### src/design/gtc_pkg.sv
// holds the constants, register map, field layouts and types of the gated
// 16-bit timer/counter; assumes a 32-bit APB slave clocked by pclk.

package gtc_pkg;

	// ----------------------------------------------------------------
	// register byte addresses
	// ----------------------------------------------------------------
	localparam logic [11:0] GTC_TIMER_CONTROL_OFS = 12'h000;
	localparam logic [11:0] GTC_GATE_CONTROL_OFS = 12'h004;
	localparam logic [11:0] GTC_COUNT_LOW_OFS = 12'h008;
	localparam logic [11:0] GTC_COUNT_HIGH_OFS = 12'h00C;
	localparam logic [11:0] GTC_STATUS_OFS = 12'h010;

	// ----------------------------------------------------------------
	// field positions
	// ----------------------------------------------------------------
	localparam int GTC_ON_POS = 0; // timer on bit
	localparam int GTC_SYNC_POS = 2; // sync control bit
	localparam int GTC_PS_POS = 4; // prescale select, 2 bits
	localparam int GTC_CS_POS = 6; // clock source, 2 bits
	localparam int GTC_GSS_POS = 0; // gate source, 2 bits
	localparam int GTC_GVAL_POS = 2; // gate value, read only
	localparam int GTC_GTM_POS = 5; // toggle mode bit
	localparam int GTC_GPOL_POS = 6; // gate polarity bit
	localparam int GTC_GE_POS = 7; // gate enable bit
	localparam int GTC_OVF_POS = 0; // overflow flag in status

	// ----------------------------------------------------------------
	// reset values and counts
	// ----------------------------------------------------------------
	localparam logic [7:0] GTC_CTRL_RESET = 8'h00;
	localparam logic [15:0] GTC_COUNT_RESET = 16'h0000;
	localparam logic [15:0] GTC_COUNT_MAX = 16'hFFFF;
	localparam logic [7:0] GTC_BYTE_MAX = 8'hFF;
	localparam logic [7:0] GTC_BYTE_ZERO = 8'h00;
	localparam logic [1:0] GTC_INSTR_DIV_LAST = 2'h3; // fosc/4 phase

	// ----------------------------------------------------------------
	// types
	// ----------------------------------------------------------------
	typedef enum logic [1:0] {
		GTC_CS_INSTR = 2'b00,
		GTC_CS_SYSTEM = 2'b01,
		GTC_CS_EXTERNAL = 2'b10,
		GTC_CS_LFOSC = 2'b11
	} gtc_clk_src_type;

	typedef enum logic [1:0] {
		GTC_GS_PIN = 2'b00,
		GTC_GS_BYTE_OVF = 2'b01,
		GTC_GS_CMP1 = 2'b10,
		GTC_GS_CMP2 = 2'b11
	} gtc_gate_src_type;

	// gate source inputs travel together
	typedef struct packed {
		logic gate_pin;
		logic comparator1_output;
		logic comparator2_output;
		logic [7:0] byte_timer_count;
	} gtc_gate_in_type;

endpackage : gtc_pkg

### src/design/gtc_timer.sv
// holds the gated 16-bit timer/counter with its APB register file.
// assumes every input is synchronous to pclk except the gate pin, which
// is resynchronised here; the external clock pin is sampled by pclk.
//
// The register addresses and register access over APB are this design's own decisions.

`timescale 1ns/10ps

module gtc_timer
	import gtc_pkg::*;
(
	// clock, reset and freeze
	input wire logic pclk,
	input wire logic presetn,
	input wire logic clk_en,
	// apb slave
	input wire logic psel,
	input wire logic penable,
	input wire logic pwrite,
	input wire logic [11:0] paddr,
	input wire logic [31:0] pwdata,
	output logic [31:0] prdata,
	output logic pready,
	output logic pslverr,
	// clock sources
	input wire logic external_clock_input,
	input wire logic low_freq_internal_osc,
	input wire logic sleep_mode,
	// gate sources
	input wire gtc_gate_in_type gate_in,
	// status out
	output logic overflow_flag,
	output logic [15:0] count_value
);

	// ----------------------------------------------------------------
	// declarations
	// ----------------------------------------------------------------
	logic [7:0] timer_control_reg; // software control of clocking
	logic [7:0] gate_control_reg; // writable gate bits only
	logic [15:0] count_reg; // the counter pair
	logic [15:0] count_next; // incremented count
	logic ovf_reg; // sticky overflow flag
	logic [2:0] presc_reg; // hidden prescale counter
	logic [1:0] instr_div_reg; // fosc/4 phase counter
	logic ext_s1_reg; // external sync stage 1
	logic ext_s2_reg; // external sync stage 2
	logic ext_a_reg; // external direct capture
	logic ext_prev_reg; // previous chosen level
	logic need_fall_reg; // waiting for first falling edge
	logic lf_prev_reg; // previous low-freq level
	logic gpin_s1_reg; // gate pin sync stage 1
	logic gpin_s2_reg; // gate pin sync stage 2
	logic [7:0] byte_prev_reg; // byte timer last value
	logic gsrc_prev_reg; // previous selected gate level
	logic toggle_reg; // gate toggle flip-flop
	logic [31:0] rdata_reg; // registered read data
	logic timer_on; // decoded control bits
	logic sync_off;
	logic gate_en;
	logic gate_pol;
	logic toggle_mode;
	logic [1:0] ps_sel;
	gtc_clk_src_type clk_src;
	gtc_gate_src_type gate_src;
	logic ext_level; // chosen external level
	logic ext_rise;
	logic ext_fall;
	logic src_tick; // one selected clock edge
	logic presc_tick; // prescaled edge
	logic gate_src_lvl; // selected gate source
	logic gate_value; // gate after toggle stage
	logic count_enable; // timer allowed to count
	logic inc; // the counter advances now
	logic byte_ovf_pulse; // byte timer rollover
	logic wr_en; // apb write accepted
	logic rd_setup; // apb read setup cycle
	logic wr_count; // write to either count byte
	logic ovf_clear; // software clears the flag
	logic [2:0] presc_last; // last prescale count

	// ----------------------------------------------------------------
	// decode helpers
	// ----------------------------------------------------------------
	// address decode used by both the write enable and the error answer
	function automatic logic addr_mapped(input logic [11:0] a);
		addr_mapped = (a == GTC_TIMER_CONTROL_OFS) ||
			(a == GTC_GATE_CONTROL_OFS) ||
			(a == GTC_COUNT_LOW_OFS) ||
			(a == GTC_COUNT_HIGH_OFS) ||
			(a == GTC_STATUS_OFS);
	endfunction : addr_mapped

	// prescale select to terminal count of the prescale counter
	function automatic logic [2:0] presc_limit(input logic [1:0] s);
		case (s)
			2'b00: presc_limit = 3'h0;
			2'b01: presc_limit = 3'h1;
			2'b10: presc_limit = 3'h3;
			default: presc_limit = 3'h7;
		endcase
	endfunction : presc_limit

	// ----------------------------------------------------------------
	// control field decode
	// ----------------------------------------------------------------
	assign timer_on = timer_control_reg[GTC_ON_POS];
	assign sync_off = timer_control_reg[GTC_SYNC_POS];
	assign ps_sel = timer_control_reg[GTC_PS_POS +: 2];
	assign clk_src = gtc_clk_src_type'(timer_control_reg[GTC_CS_POS +: 2]);
	assign gate_en = gate_control_reg[GTC_GE_POS];
	assign gate_pol = gate_control_reg[GTC_GPOL_POS];
	assign toggle_mode = gate_control_reg[GTC_GTM_POS];
	assign gate_src = gtc_gate_src_type'(gate_control_reg[GTC_GSS_POS +: 2]);

	// ----------------------------------------------------------------
	// apb slave
	// ----------------------------------------------------------------
	// zero wait states: the read word is captured in the setup cycle
	assign pready = 1'b1;
	assign pslverr = psel && penable && !addr_mapped(paddr);
	assign wr_en = psel && penable && pwrite && addr_mapped(paddr);
	assign rd_setup = psel && !penable && !pwrite;
	assign wr_count = wr_en &&
		((paddr == GTC_COUNT_LOW_OFS) || (paddr == GTC_COUNT_HIGH_OFS));
	assign ovf_clear = wr_en && (paddr == GTC_STATUS_OFS) &&
		pwdata[GTC_OVF_POS];
	assign prdata = rdata_reg;

	// read data register, unmapped reads give zero
	always_ff @(posedge pclk or negedge presetn) begin
		if (!presetn) begin
			rdata_reg <= 32'h0000_0000;
		end else if (clk_en && rd_setup) begin
			case (paddr)
				GTC_TIMER_CONTROL_OFS: begin
					rdata_reg <= {24'h00_0000, timer_control_reg};
				end
				GTC_GATE_CONTROL_OFS: begin
					rdata_reg <= {24'h00_0000, gate_control_reg[7:3],
						gate_value, gate_control_reg[1:0]};
				end
				GTC_COUNT_LOW_OFS: begin
					rdata_reg <= {24'h00_0000, count_reg[7:0]};
				end
				GTC_COUNT_HIGH_OFS: begin
					rdata_reg <= {24'h00_0000, count_reg[15:8]};
				end
				GTC_STATUS_OFS: begin
					rdata_reg <= {31'h0000_0000, ovf_reg};
				end
				default: begin
					rdata_reg <= 32'h0000_0000;
				end
			endcase
		end
	end

	// control registers; reserved bits are never stored
	always_ff @(posedge pclk or negedge presetn) begin
		if (!presetn) begin
			timer_control_reg <= GTC_CTRL_RESET;
			gate_control_reg <= GTC_CTRL_RESET;
		end else if (clk_en && wr_en) begin
			if (paddr == GTC_TIMER_CONTROL_OFS) begin
				timer_control_reg <= pwdata[7:0] & 8'hF5;
			end
			if (paddr == GTC_GATE_CONTROL_OFS) begin
				gate_control_reg <= pwdata[7:0] & 8'hE3;
			end
		end
	end

	// ----------------------------------------------------------------
	// external clock input capture
	// ----------------------------------------------------------------
	// the synchronised path costs two cycles of latency; the direct path
	// costs one, which is why a mode switch can gain or lose a count
	always_ff @(posedge pclk or negedge presetn) begin
		if (!presetn) begin
			ext_s1_reg <= 1'b0;
			ext_s2_reg <= 1'b0;
			ext_a_reg <= 1'b0;
			ext_prev_reg <= 1'b0;
			lf_prev_reg <= 1'b0;
		end else if (clk_en) begin
			ext_s1_reg <= external_clock_input;
			ext_s2_reg <= ext_s1_reg;
			ext_a_reg <= external_clock_input;
			ext_prev_reg <= ext_level;
			lf_prev_reg <= low_freq_internal_osc;
		end
	end

	// sync bit set takes the direct capture, bypassing the sync pair
	assign ext_level = sync_off ? ext_a_reg : ext_s2_reg;
	assign ext_rise = ext_level && !ext_prev_reg;
	assign ext_fall = !ext_level && ext_prev_reg;

	// first-falling-edge guard for counter mode
	always_ff @(posedge pclk or negedge presetn) begin
		if (!presetn) begin
			need_fall_reg <= 1'b1;
		end else if (clk_en) begin
			if (wr_count || !timer_on) begin
				need_fall_reg <= 1'b1;
			end else if (ext_fall) begin
				need_fall_reg <= 1'b0;
			end
		end
	end

	// ----------------------------------------------------------------
	// clock source selection
	// ----------------------------------------------------------------
	// instruction clock phase runs free; it is pclk divided by four
	always_ff @(posedge pclk or negedge presetn) begin
		if (!presetn) begin
			instr_div_reg <= 2'h0;
		end else if (clk_en) begin
			instr_div_reg <= instr_div_reg + 2'h1;
		end
	end

	// one tick per selected clock edge; in sleep only the unsynchronised
	// external source keeps running
	always_comb begin
		src_tick = 1'b0;
		case (clk_src)
			GTC_CS_INSTR: begin
				src_tick = (instr_div_reg == GTC_INSTR_DIV_LAST) &&
					!sleep_mode;
			end
			GTC_CS_SYSTEM: begin
				src_tick = !sleep_mode;
			end
			GTC_CS_EXTERNAL: begin
				src_tick = ext_rise && !need_fall_reg &&
					(sync_off || !sleep_mode);
			end
			GTC_CS_LFOSC: begin
				src_tick = low_freq_internal_osc && !lf_prev_reg &&
					!sleep_mode;
			end
			default: begin
				src_tick = 1'b0;
			end
		endcase
	end

	// ----------------------------------------------------------------
	// prescaler
	// ----------------------------------------------------------------
	assign presc_last = presc_limit(ps_sel);
	assign presc_tick = src_tick && (presc_reg >= presc_last);

	// hidden divider; no register reaches it
	always_ff @(posedge pclk or negedge presetn) begin
		if (!presetn) begin
			presc_reg <= 3'h0;
		end else if (clk_en) begin
			if (wr_count) begin
				presc_reg <= 3'h0;
			end else if (presc_tick) begin
				presc_reg <= 3'h0;
			end else if (src_tick) begin
				presc_reg <= presc_reg + 3'h1;
			end
		end
	end

	// ----------------------------------------------------------------
	// gate sources
	// ----------------------------------------------------------------
	// gate pin may change at any time, so it gets a synchroniser pair
	always_ff @(posedge pclk or negedge presetn) begin
		if (!presetn) begin
			gpin_s1_reg <= 1'b0;
			gpin_s2_reg <= 1'b0;
			byte_prev_reg <= GTC_BYTE_ZERO;
		end else if (clk_en) begin
			gpin_s1_reg <= gate_in.gate_pin;
			gpin_s2_reg <= gpin_s1_reg;
			byte_prev_reg <= gate_in.byte_timer_count;
		end
	end

	// one-cycle high pulse when the byte timer rolls over
	assign byte_ovf_pulse = (byte_prev_reg == GTC_BYTE_MAX) &&
		(gate_in.byte_timer_count == GTC_BYTE_ZERO);

	always_comb begin
		gate_src_lvl = 1'b0;
		case (gate_src)
			GTC_GS_PIN: gate_src_lvl = gpin_s2_reg;
			GTC_GS_BYTE_OVF: gate_src_lvl = byte_ovf_pulse;
			GTC_GS_CMP1: gate_src_lvl = gate_in.comparator1_output;
			GTC_GS_CMP2: gate_src_lvl = gate_in.comparator2_output;
			default: gate_src_lvl = 1'b0;
		endcase
	end

	// ----------------------------------------------------------------
	// gate toggle stage
	// ----------------------------------------------------------------
	// toggling on the rising edge of the source measures a whole period;
	// flipping polarity in the same write as enabling toggle is unsafe
	always_ff @(posedge pclk or negedge presetn) begin
		if (!presetn) begin
			gsrc_prev_reg <= 1'b0;
			toggle_reg <= 1'b0;
		end else if (clk_en) begin
			gsrc_prev_reg <= gate_src_lvl;
			if (!toggle_mode || !timer_on) begin
				toggle_reg <= 1'b0;
			end else if (gate_src_lvl && !gsrc_prev_reg) begin
				toggle_reg <= !toggle_reg;
			end
		end
	end

	assign gate_value = toggle_mode ? toggle_reg : gate_src_lvl;

	// ----------------------------------------------------------------
	// counting
	// ----------------------------------------------------------------
	// gate only matters with both on and gate enable set
	assign count_enable = timer_on &&
		(!gate_en || (gate_value == gate_pol));
	assign inc = count_enable && presc_tick;
	assign count_next = count_reg + 16'h0001;

	// a byte write wins over an increment in the same cycle
	always_ff @(posedge pclk or negedge presetn) begin
		if (!presetn) begin
			count_reg <= GTC_COUNT_RESET;
		end else if (clk_en) begin
			if (wr_en && (paddr == GTC_COUNT_LOW_OFS)) begin
				count_reg[7:0] <= pwdata[7:0];
			end else if (wr_en && (paddr == GTC_COUNT_HIGH_OFS)) begin
				count_reg[15:8] <= pwdata[7:0];
			end else if (inc) begin
				count_reg <= count_next;
			end
		end
	end

	// sticky overflow; a rollover in the clearing cycle keeps it set
	always_ff @(posedge pclk or negedge presetn) begin
		if (!presetn) begin
			ovf_reg <= 1'b0;
		end else if (clk_en) begin
			if (inc && !wr_count && (count_reg == GTC_COUNT_MAX)) begin
				ovf_reg <= 1'b1;
			end else if (ovf_clear) begin
				ovf_reg <= 1'b0;
			end
		end
	end

	// ----------------------------------------------------------------
	// outputs
	// ----------------------------------------------------------------
	assign overflow_flag = ovf_reg;
	assign count_value = count_reg;

endmodule : gtc_timer

### config.mk
export PLATFORM = sky130hd
export DESIGN_NAME = gtc_timer
export DESIGN_NICKNAME = d
export VERILOG_FILES = /design/src/design/gtc_pkg.sv /design/src/design/gtc_timer.sv
export SDC_FILE = /design/constraint.sdc
export NUM_CORES = 1
export LEC_CHECK = 0
export BUFFER_PORTS_ARGS = -buffer_cell sky130_fd_sc_hd__buf_2
export CAP_MARGIN = 15
export CORE_MARGIN = 5
export CORE_UTILIZATION = 57
export CTS_BUF_LIST = sky130_fd_sc_hd__clkbuf_4 sky130_fd_sc_hd__clkbuf_8
export CTS_CLUSTER_SIZE = 12
export DETAILED_ROUTE_END_ITERATION = 16
export PLACE_DENSITY_LB_ADDON = 0.05
export SLEW_MARGIN = 0
export SYNTH_ARGS = -nofsm -noshare
export SYNTH_HDL_FRONTEND = slang
export SYNTH_SLANG_ARGS = --single-unit
### constraint.sdc
create_clock -name pclk -period 8 [get_ports pclk]
set_clock_uncertainty 0.15 [all_clocks]
set_input_delay 0.4 -clock pclk [delete_from_list [all_inputs] [get_ports pclk]]
set_output_delay 0.4 -clock pclk [all_outputs]
set_load 0.005 [all_outputs]
---- Word-level counts from Yosys, hierarchy flattened ----
Index checks and enable logic that the tools add are counted.
cells by class
  add/sub/neg operators ................... 3
  $lt $le $gt $ge ......................... 1
  eq/ne operators ......................... 17
  muxes and demuxes ....................... 19
  bitwise logic cells ..................... 1
  reduce and logical (&&, ||, !) cells .... 69
operators with widths
  kind                     count
  $pmux W8 S5              1
  $logic_and A1 B1 Y1      27
  $eq A12 B4 Y1 const B    2
  $mux W8                  3
  $add A16 B1 Y16 const B  1
  $eq A16 B16 Y1 const B   1
  $mux W16                 1
  $logic_not A1 Y1         14
  $eq A12 B3 Y1 const B    1
  $eq A12 B5 Y1 const B    1
  $eq A2 B2 Y1 const B     6
  $logic_not A12 Y1        1
  $reduce_and A2 Y1        6
  $reduce_bool A2 Y1       5
  $logic_or A1 B1 Y1       9
  $mux W3                  3
  $pmux W3 S3              1
  $eq A8 B8 Y1 const B     1
  $logic_not A8 Y1         1
  $mux W1                  8
  $pmux W1 S4              2
  $eq A2 B1 Y1 const B     3
  $logic_not A2 Y1         3
  $reduce_and A3 Y1        2
  7 further kinds          7
word-level totals
  register bits ........................... 82
  input bits .............................. 64
  output and inout bits ................... 51
  logic and storage cells ................. 128

---- Longest topological paths before layout ----
Gate-level depths: netlist (run 1).
  depth in word-level cells ............... 12
  gate-level depth with buffers ........... 9
  mapped depth without buffers ............ 9

---- Worst setup path before layout (run 1) ----
No wires, ideal clock.
  path type ............................... input to register
  from .................................... input port gate_in[2] (netlist bit)
  to ...................................... register count_reg[2] (netlist: count_value[2])
  setup time .............................. 0.124 ns
  arrival time ............................ 2.454 ns
  required time ........................... 7.726 ns
  setup slack ............................. 5.273 ns
  stages .................................. 7
  buffers on the path ..................... 0
  cells stage by stage .................... or4_1 nor4_4 a32oi_2 xnor2_4 a211oi_2 a21oi_1 a211o_1
on the way
  word-level cells in the longest chain between the ends .. 10
RTL lines
  what                                 RTL line          RTL
  from (decl)                          gtc_timer.sv:30   input wire gtc_gate_in_type gate_in,
  $logic_not A8 Y1                     gtc_timer.sv:290  (gate_in.byte_timer_count == GTC_BYTE_ZERO);
  $logic_and A1 B1 Y1                  gtc_timer.sv:289  assign byte_ovf_pulse = (byte_prev_reg == GTC_BYTE_MAX) &&
  $pmux W1 S4                          gtc_timer.sv:294  case (gate_src)
  $mux W1                              gtc_timer.sv:322  assign gate_value = toggle_mode ? toggle_reg : gate_src_lvl;
  $eq A1 B1 Y1                         gtc_timer.sv:329  (!gate_en || (gate_value == gate_pol));
  $logic_or A1 B1 Y1                   gtc_timer.sv:329
  $logic_and A1 B1 Y1                  gtc_timer.sv:328  assign count_enable = timer_on &&
  $logic_and A1 B1 Y1                  gtc_timer.sv:330  assign inc = count_enable && presc_tick;
  $reduce_bool A2 Y1 (no source line)  --
  $reduce_and A3 Y1 (no source line)   --
  to (signal assigned)                 gtc_timer.sv:339  count_reg[7:0] <= pwdata[7:0];
  to (signal assigned)                 gtc_timer.sv:343  count_reg <= count_next;
  to (decl)                            gtc_timer.sv:41   logic [15:0] count_reg;
No other way between the ends.
A chain may end at the register's enable or synchronous reset.

---- Worst setup path after layout (run 1) ----
  from .................................... register timer_control_reg[6]
  to ...................................... register count_reg[2] (netlist: count_value[2])
on the way
  word-level cells in the longest chain between the ends .. 6
  elaborated cells between the ends (all ways) .. 9
  classes of those cells .................. 3 x eq/ne; 1 x mux; 5 x reduce/logical
RTL lines
  what                                        RTL line          RTL
  from (decl)                                 gtc_timer.sv:39   logic [7:0] timer_control_reg;
  from (signal assigned)                      gtc_timer.sv:166  timer_control_reg <= pwdata[7:0] & 8'hF5;
  $eq A2 B2 Y1, or another cell as far along  gtc_timer.sv:229  case (clk_src)
  $pmux W1 S4 (*)                             gtc_timer.sv:229
  $logic_and A1 B1 Y1 (*)                     gtc_timer.sv:255  assign presc_tick = src_tick && (presc_reg >= presc_last);
  $logic_and A1 B1 Y1 (*)                     gtc_timer.sv:330
  $reduce_bool A2 Y1 (no source line) (*)     --
  $reduce_and A3 Y1 (no source line) (*)      --
Every way passes the cells marked *; elsewhere a longest branch is shown, timed or not.

==> flow_summary.ini, run 1 <==
[synthesis]
synth.cell_area_um2 = 3680
ys.flop_type = dfrtp_1
synth_cell_types = 67
synth_warnings = 0
ys_ff_latch = 58
yosysSeqAreaShare_pct = 39.5
synthCells = 375
synth_adder_area_share_pct = 3.06
synth_edf_count = 0
synth_simple_gate_area_share_pct = 18.0
async_flop_share_pct = 100
synth_top_family_by_area = compound AO/OA/AOI/OAI gates
muxShareOfSynthArea_pct = 10.9
synth_compound_area_share_pct = 18.6
synth-xor-area-share_pct = 1.22
avgSynthCellArea_um2 = 9.81

[critical_path]
cp_max_fo = 9
crit_arrival_ps = 3280
r2r_start = timer_control_reg[6]
cpLargestDelayFamily = compound AO/OA/AOI/OAI gates
crit_buf_inv = 1
cp.required_ps = 8070
crit_path_start = timer_control_reg[6]
reg2reg_to = count_value[2]
crit_type = flip-flop to flip-flop
worstSetupEndpointType = flip-flop
crit_cells = 9
start_kind = flip-flop
max_stage_delay_ps = 610
crit_path_top_delay_cell = a211oi_2
r2r_slack_ps = 4780
worstRegToRegCells = 9
crit_path_end = count_value[2]
crit_chain = inv_1 -> ha_1 -> nand2b_1 -> a2111oi_2 -> a2bb2oi_2 -> nand3_1 -> a211oi_2 -> a21oi_1 -> a211o_1

[grt]
antenna_found_initial = 0
grt_start_max_net_pins = 59
use_met2_pct = 34.3
gr-total-overflow = 0
grt_pass1_wl_um = 14900
grt_use_met3_pct = 3.83
grt_use_met1_pct = 32.2
grt_usage_pct = 22.5
first_global_vias = 2904
busiest_layer = met2

[clocking]
cts_setup_buffers = 0
numCtsBuffers = 9
cts-resized-gates = 0
cts.htree.levels = 3
cts-root-buf = clkbuf_8
hold_buffers = 0
clk_pin_slew_ps = 70
cts_buffer_depth = 2
cts_tree = done
clock-sinks = 58
clk_latency_ps = 330

[timing]
finalSetupTns_ps = 0
max_slew.worst_pin.slew_ps = 766
min_period_over_period_pct = 40.2
relSlewSlack_pct = 48.9
final_max_slew_viol_count = 0
final-hold-violation-count = 0
rsz0062_at_grt = no
setup_viol = 0
fin_crit_ps = 3220
max_freq_mhz = 311
fin_hold_ws_ps = 65.5

[floorplanning]
rows = 29
die-width_um = 90.3
coreArea_um2 = 6310
start_util_pct = 58.3
fp.dieH_um = 90.3
dieArea_um2 = 8160
io_pins = 115

[detailed_routing]
routedWlPerCell_um = 17.6
via_per_inst = 6.08
dr.pass1.iters = 5
routed-via-count = 3147
drt_wl_total_um = 9110
drtAntennaViolNets = 0
drcViolationCount = 0
drt_iter0_drc = 190

[finish]
drive_gt1_share_pct = 29.3
nFillCells = 544
fin_nets = 510
largest_reg_flops = 16
area_growth_pct = 12.2
diodes = 0
final_area_um2 = 4130

[placed_design]
gp_congestion = 0.898
hpwl_um = 6800
postPlaceCellArea_um2 = 3960
portBuffers = 65

[status]
outcome = finished, final reports clean

[min_path]
min_path_type = primary input to async pin

[power_and_ir_drop]
worst_ir_drop_vdd_mv = 0.123
powerDensity_nw_per_um2 = 161
p_leak_nw = 1.86

[run]
drv_cap = 0
## layer usage
layer / part of all wire (%) / wire, um / vias to the layer above
li1: - / - / 1467
met1: 44 / 4050 / 1535
met2: 47 / 4300 / 134
met3: 6.7 / 614 / 11
met4: 1.6 / 146 / 0
met5: 0 / 0 / -
## logic make-up (layout without fill, tap and decap cells)
kind of cell | Yosys count | count (layout)
and+or+nand+nor | 120 | 120
AOI/OAI and AO/OA | 93 | 93
DFF | 58 | 58
buffers and inverters | 58 | 101
muxes | 32 | 32
adders and majority gates | 9 | 9
xor gates and xnor gates | 3 | 3
other | 2 | 25
## report_power, final
part | leakage [nW] | internal [mW] | switching (mW)
clock network | 0.0954 | 0.129 | 0.114
logic | 1.03 | 0.0421 | 0.0537
registers | 0.732 | 0.312 | 0.0127
total | 1.86 | 0.484 | 0.181
## worst reg2reg max path: stages, from the launching register on
cell,delay [ps]
dfrtp_1,420
inv_1,70
ha_1,330
nand2b_1,170
a2111oi_2,400
a2bb2oi_2,240
nand3_1,270
a211oi_2,620
a21oi_1,150
a211o_1,290
## cells in the final DEF (no fill, tap or decap), types with 3 or more instances in the layout
cell	n
a211oi_1	7
nand4_1	6
nor2_1	17
dfrtp_1	57
inv_1	20
mux4_2	4
clkbuf_8	11
a21oi_1	13
mux2_2	25
nand2_1	34
a32o_1	3
a22oi_1	5
a31oi_1	7
nand3_1	16
buf_2	65
ha_1	9
nor3_1	8
mux2i_1	3
or4_1	3
nor2b_1	8
clkinv_2	3
o211ai_1	5
conb_1	25
o22ai_1	4
o21ai_0	20
and3_1	6
o31ai_1	7
## worst min path at each step
stage,cells past startpoint,end,from
2_1_floorplan,0,byte_prev_reg[0],presetn
3_3_place_gp,2,prdata[2],prdata[2]
3_5_place_dp,2,prdata[2],prdata[2]
4_1_cts,2,lf_prev_reg,presetn
5_1_grt,2,instr_div_reg[0],presetn
6_report,2,lf_prev_reg,presetn
## synth_stat cells, types with 3 or more instances
cell type	n	area share, %
nand2_1	34	3.5
a31oi_1	7	1.2
dfrtp_1	57	39
or4_1	3	0.61
mux4_2	4	2.4
mux2_2	25	7.7
nor2_1	17	1.7
buf_4	25	5.1
nor2b_1	8	1.4
a32o_1	3	0.82
nand4_1	6	1.0
nand3_1	16	2.2
a21oi_1	13	1.8
ha_1	9	3.1
inv_1	20	2.0
and3_1	6	1.0
o21ai_0	20	2.7
a22oi_1	5	1.0
a211oi_1	7	1.4
nor3_1	8	1.1
clkbuf_1	8	0.82
buf_1	3	0.31
o31ai_1	7	1.4
mux2i_1	3	0.82
o211ai_1	5	1.0
o22ai_1	4	0.68
## cell type report
type                            instances  area, um^2  share of cell area, %
Clock buffer                           12         159                   3.85
Clock inverter                          3        15.0                  0.364
Inverter                               20        75.1                   1.82
Multi-Input combinational cell        282        2000                   48.4
Sequential cell                        58        1450                   35.2
Tap cell                               77        96.3                   2.33
Timing Repair Buffer                   66         333                   8.06
## per-stage QoR
stage               std cells  power, mW  util [%]  setup WS (ps)
detailed placement        503      0.426      62.7           4810
finish                    518      0.664      65.4           4780
floorplan                 398      0.400         -           5270
CTS                       518      0.668      65.4           4800
global placement          503      0.422      62.7           4870
global route              518      0.700      65.4           4590
No activity file was read; power rests on OpenSTA's default activity.
==> run 2, diff against run 1 <==
- CORE_UTILIZATION: 57 -> 53
- clock period: 8 -> 3.35 ns (I/O delays scaled with it)
==> flow_summary.ini, run 2 (synthesis results as in run 1) <==
[status]
outcome = finished, final reports clean

[clocking]
cts-root-buf = clkbuf_8
cts_setup_buffers = 0
clk_latency_ps = 330
cts_buffer_depth = 2
clk_pin_slew_ps = 60
hold_buffers = 15
cts_tree = done
cts-resized-gates = 0
numCtsBuffers = 9
cts.htree.levels = 3
clock-sinks = 58

[timing]
fin_crit_ps = 3050
final_max_slew_viol_count = 0
finalSetupTns_ps = 0
max_slew.worst_pin.slew_ps = 797
rsz0062_at_grt = no
final-hold-violation-count = 0
setup_viol = 0
min_period_over_period_pct = 91.2
max_freq_mhz = 327
relSlewSlack_pct = 46.8

[power_and_ir_drop]
worst_ir_drop_vdd_mv = 0.210
p_leak_nw = 1.95
powerDensity_nw_per_um2 = 384

[floorplanning]
start_util_pct = 54.2
fp.dieH_um = 93.3
die-width_um = 93.3
dieArea_um2 = 8710
coreArea_um2 = 6790
rows = 30
io_pins = 115

[grt]
antenna_found_initial = 0
gr-total-overflow = 0
grt_start_max_net_pins = 35
first_global_vias = 3074
grt_usage_pct = 23.9
grt_pass1_wl_um = 16100

[finish]
final_cell_mix = buf_2 (65), dfrtp_1 (57), nand2_1 (34)
diodes = 0
fin_nets = 528
nFillCells = 600
area_growth_pct = 18.1
largest_reg_flops = 16
final_area_um2 = 4350
final_common_cell = buf_2
drive_gt1_share_pct = 28.8

[critical_path]
crit_path_top_delay_cell = a2111oi_1
crit_type = flip-flop to flip-flop
cp_max_fo = 5
crit_chain = inv_1 -> ha_1 -> nand2b_1 -> a2111oi_2 -> a2bb2oi_2 -> nand3_1 -> a2111oi_1 -> nor2b_1 -> o22ai_1
start_kind = flip-flop
crit_arrival_ps = 3110
cpLargestDelayFamily = compound AO/OA/AOI/OAI gates
worstSetupEndpointType = flip-flop
cp.required_ps = 3410
max_stage_delay_ps = 580
crit_buf_inv = 1

[detailed_routing]
dr.pass1.iters = 5
drt_wl_total_um = 9910
via_per_inst = 5.74
drt_iter0_drc = 137
routed-via-count = 3183
drtAntennaViolNets = 0
routedWlPerCell_um = 17.9
drcViolationCount = 0

[placed_design]
postPlaceCellArea_um2 = 4000
portBuffers = 65
hpwl_um = 7370
gp_congestion = 0.933

[min_path]
min_path_type = primary input to flip-flop

[run]
drv_cap = 0
==> run 2: cell types whose count changed in the layout (fill, tap and decap cells not counted) <==
cell and change:
bufinv_16 +1, clkbuf_4 +1, clkinv_2 -1, buf_4 +3
clkbuf_8 -1, dlygate4sd3_1 +15
==> run 2: through the flow <==
| step | util (%) | worst slack [ps] | hold slack (ps) | power, mW | cells |
|---|---|---|---|---|---|
| floorplan | - | 654 | -278 | 0.956 | 398 |
| global placement | 58.9 | 357 | 135 | 1.01 | 525 |
| detailed placement | 58.9 | 335 | 145 | 1.02 | 525 |
| CTS | 64.0 | 314 | 6.14 | 1.69 | 555 |
| global route | 64.0 | 61.6 | 12.0 | 1.76 | 555 |
| finish | 64.0 | 295 | 22.5 | 1.67 | 555 |
==> run 2: layout make-up <==
cell class	count	area, um^2	share of cell area, %
Multi-Input combinational cell	282	2000	46.0
Sequential cell	58	1450	33.4
Timing Repair Buffer	84	505	11.6
Clock buffer	12	153	3.51
Tap cell	96	120	2.76
Inverter	20	75.1	1.73
Clock inverter	3	40.0	0.921
==> run 2: power breakdown <==
part           switching, mW  leakage [nW]  internal (mW)
Clock                  0.271         0.103          0.374
Sequential            0.0308         0.732          0.746
Combinational          0.134          1.11          0.113
Total                  0.436          1.95           1.23
==> run 2: routing by layer <==
metal / track usage [%] / part of all wire (%)
met3: 4.59 / 6.3
met5: 0 / 0
met2: 36.9 / 48
met4: 8.30 / 1.6
met1: 33.5 / 44
==> run 2: path summary, 6_finish.rpt <==
check,slack (ps),cells past startpoint,from,endpoint
min in group asynchronous,310,2,presetn,lf_prev_reg
worst max register to register,300,9,timer_control_reg[6],count_value[12]
worst min-delay path,20,2,pwdata[1],gate_control_reg[1]
worst min register to register,320,2,prdata[1],prdata[1]
max in group asynchronous,1910,3,presetn,count_value[8]
worst max-delay path,300,9,timer_control_reg[6],count_value[12]
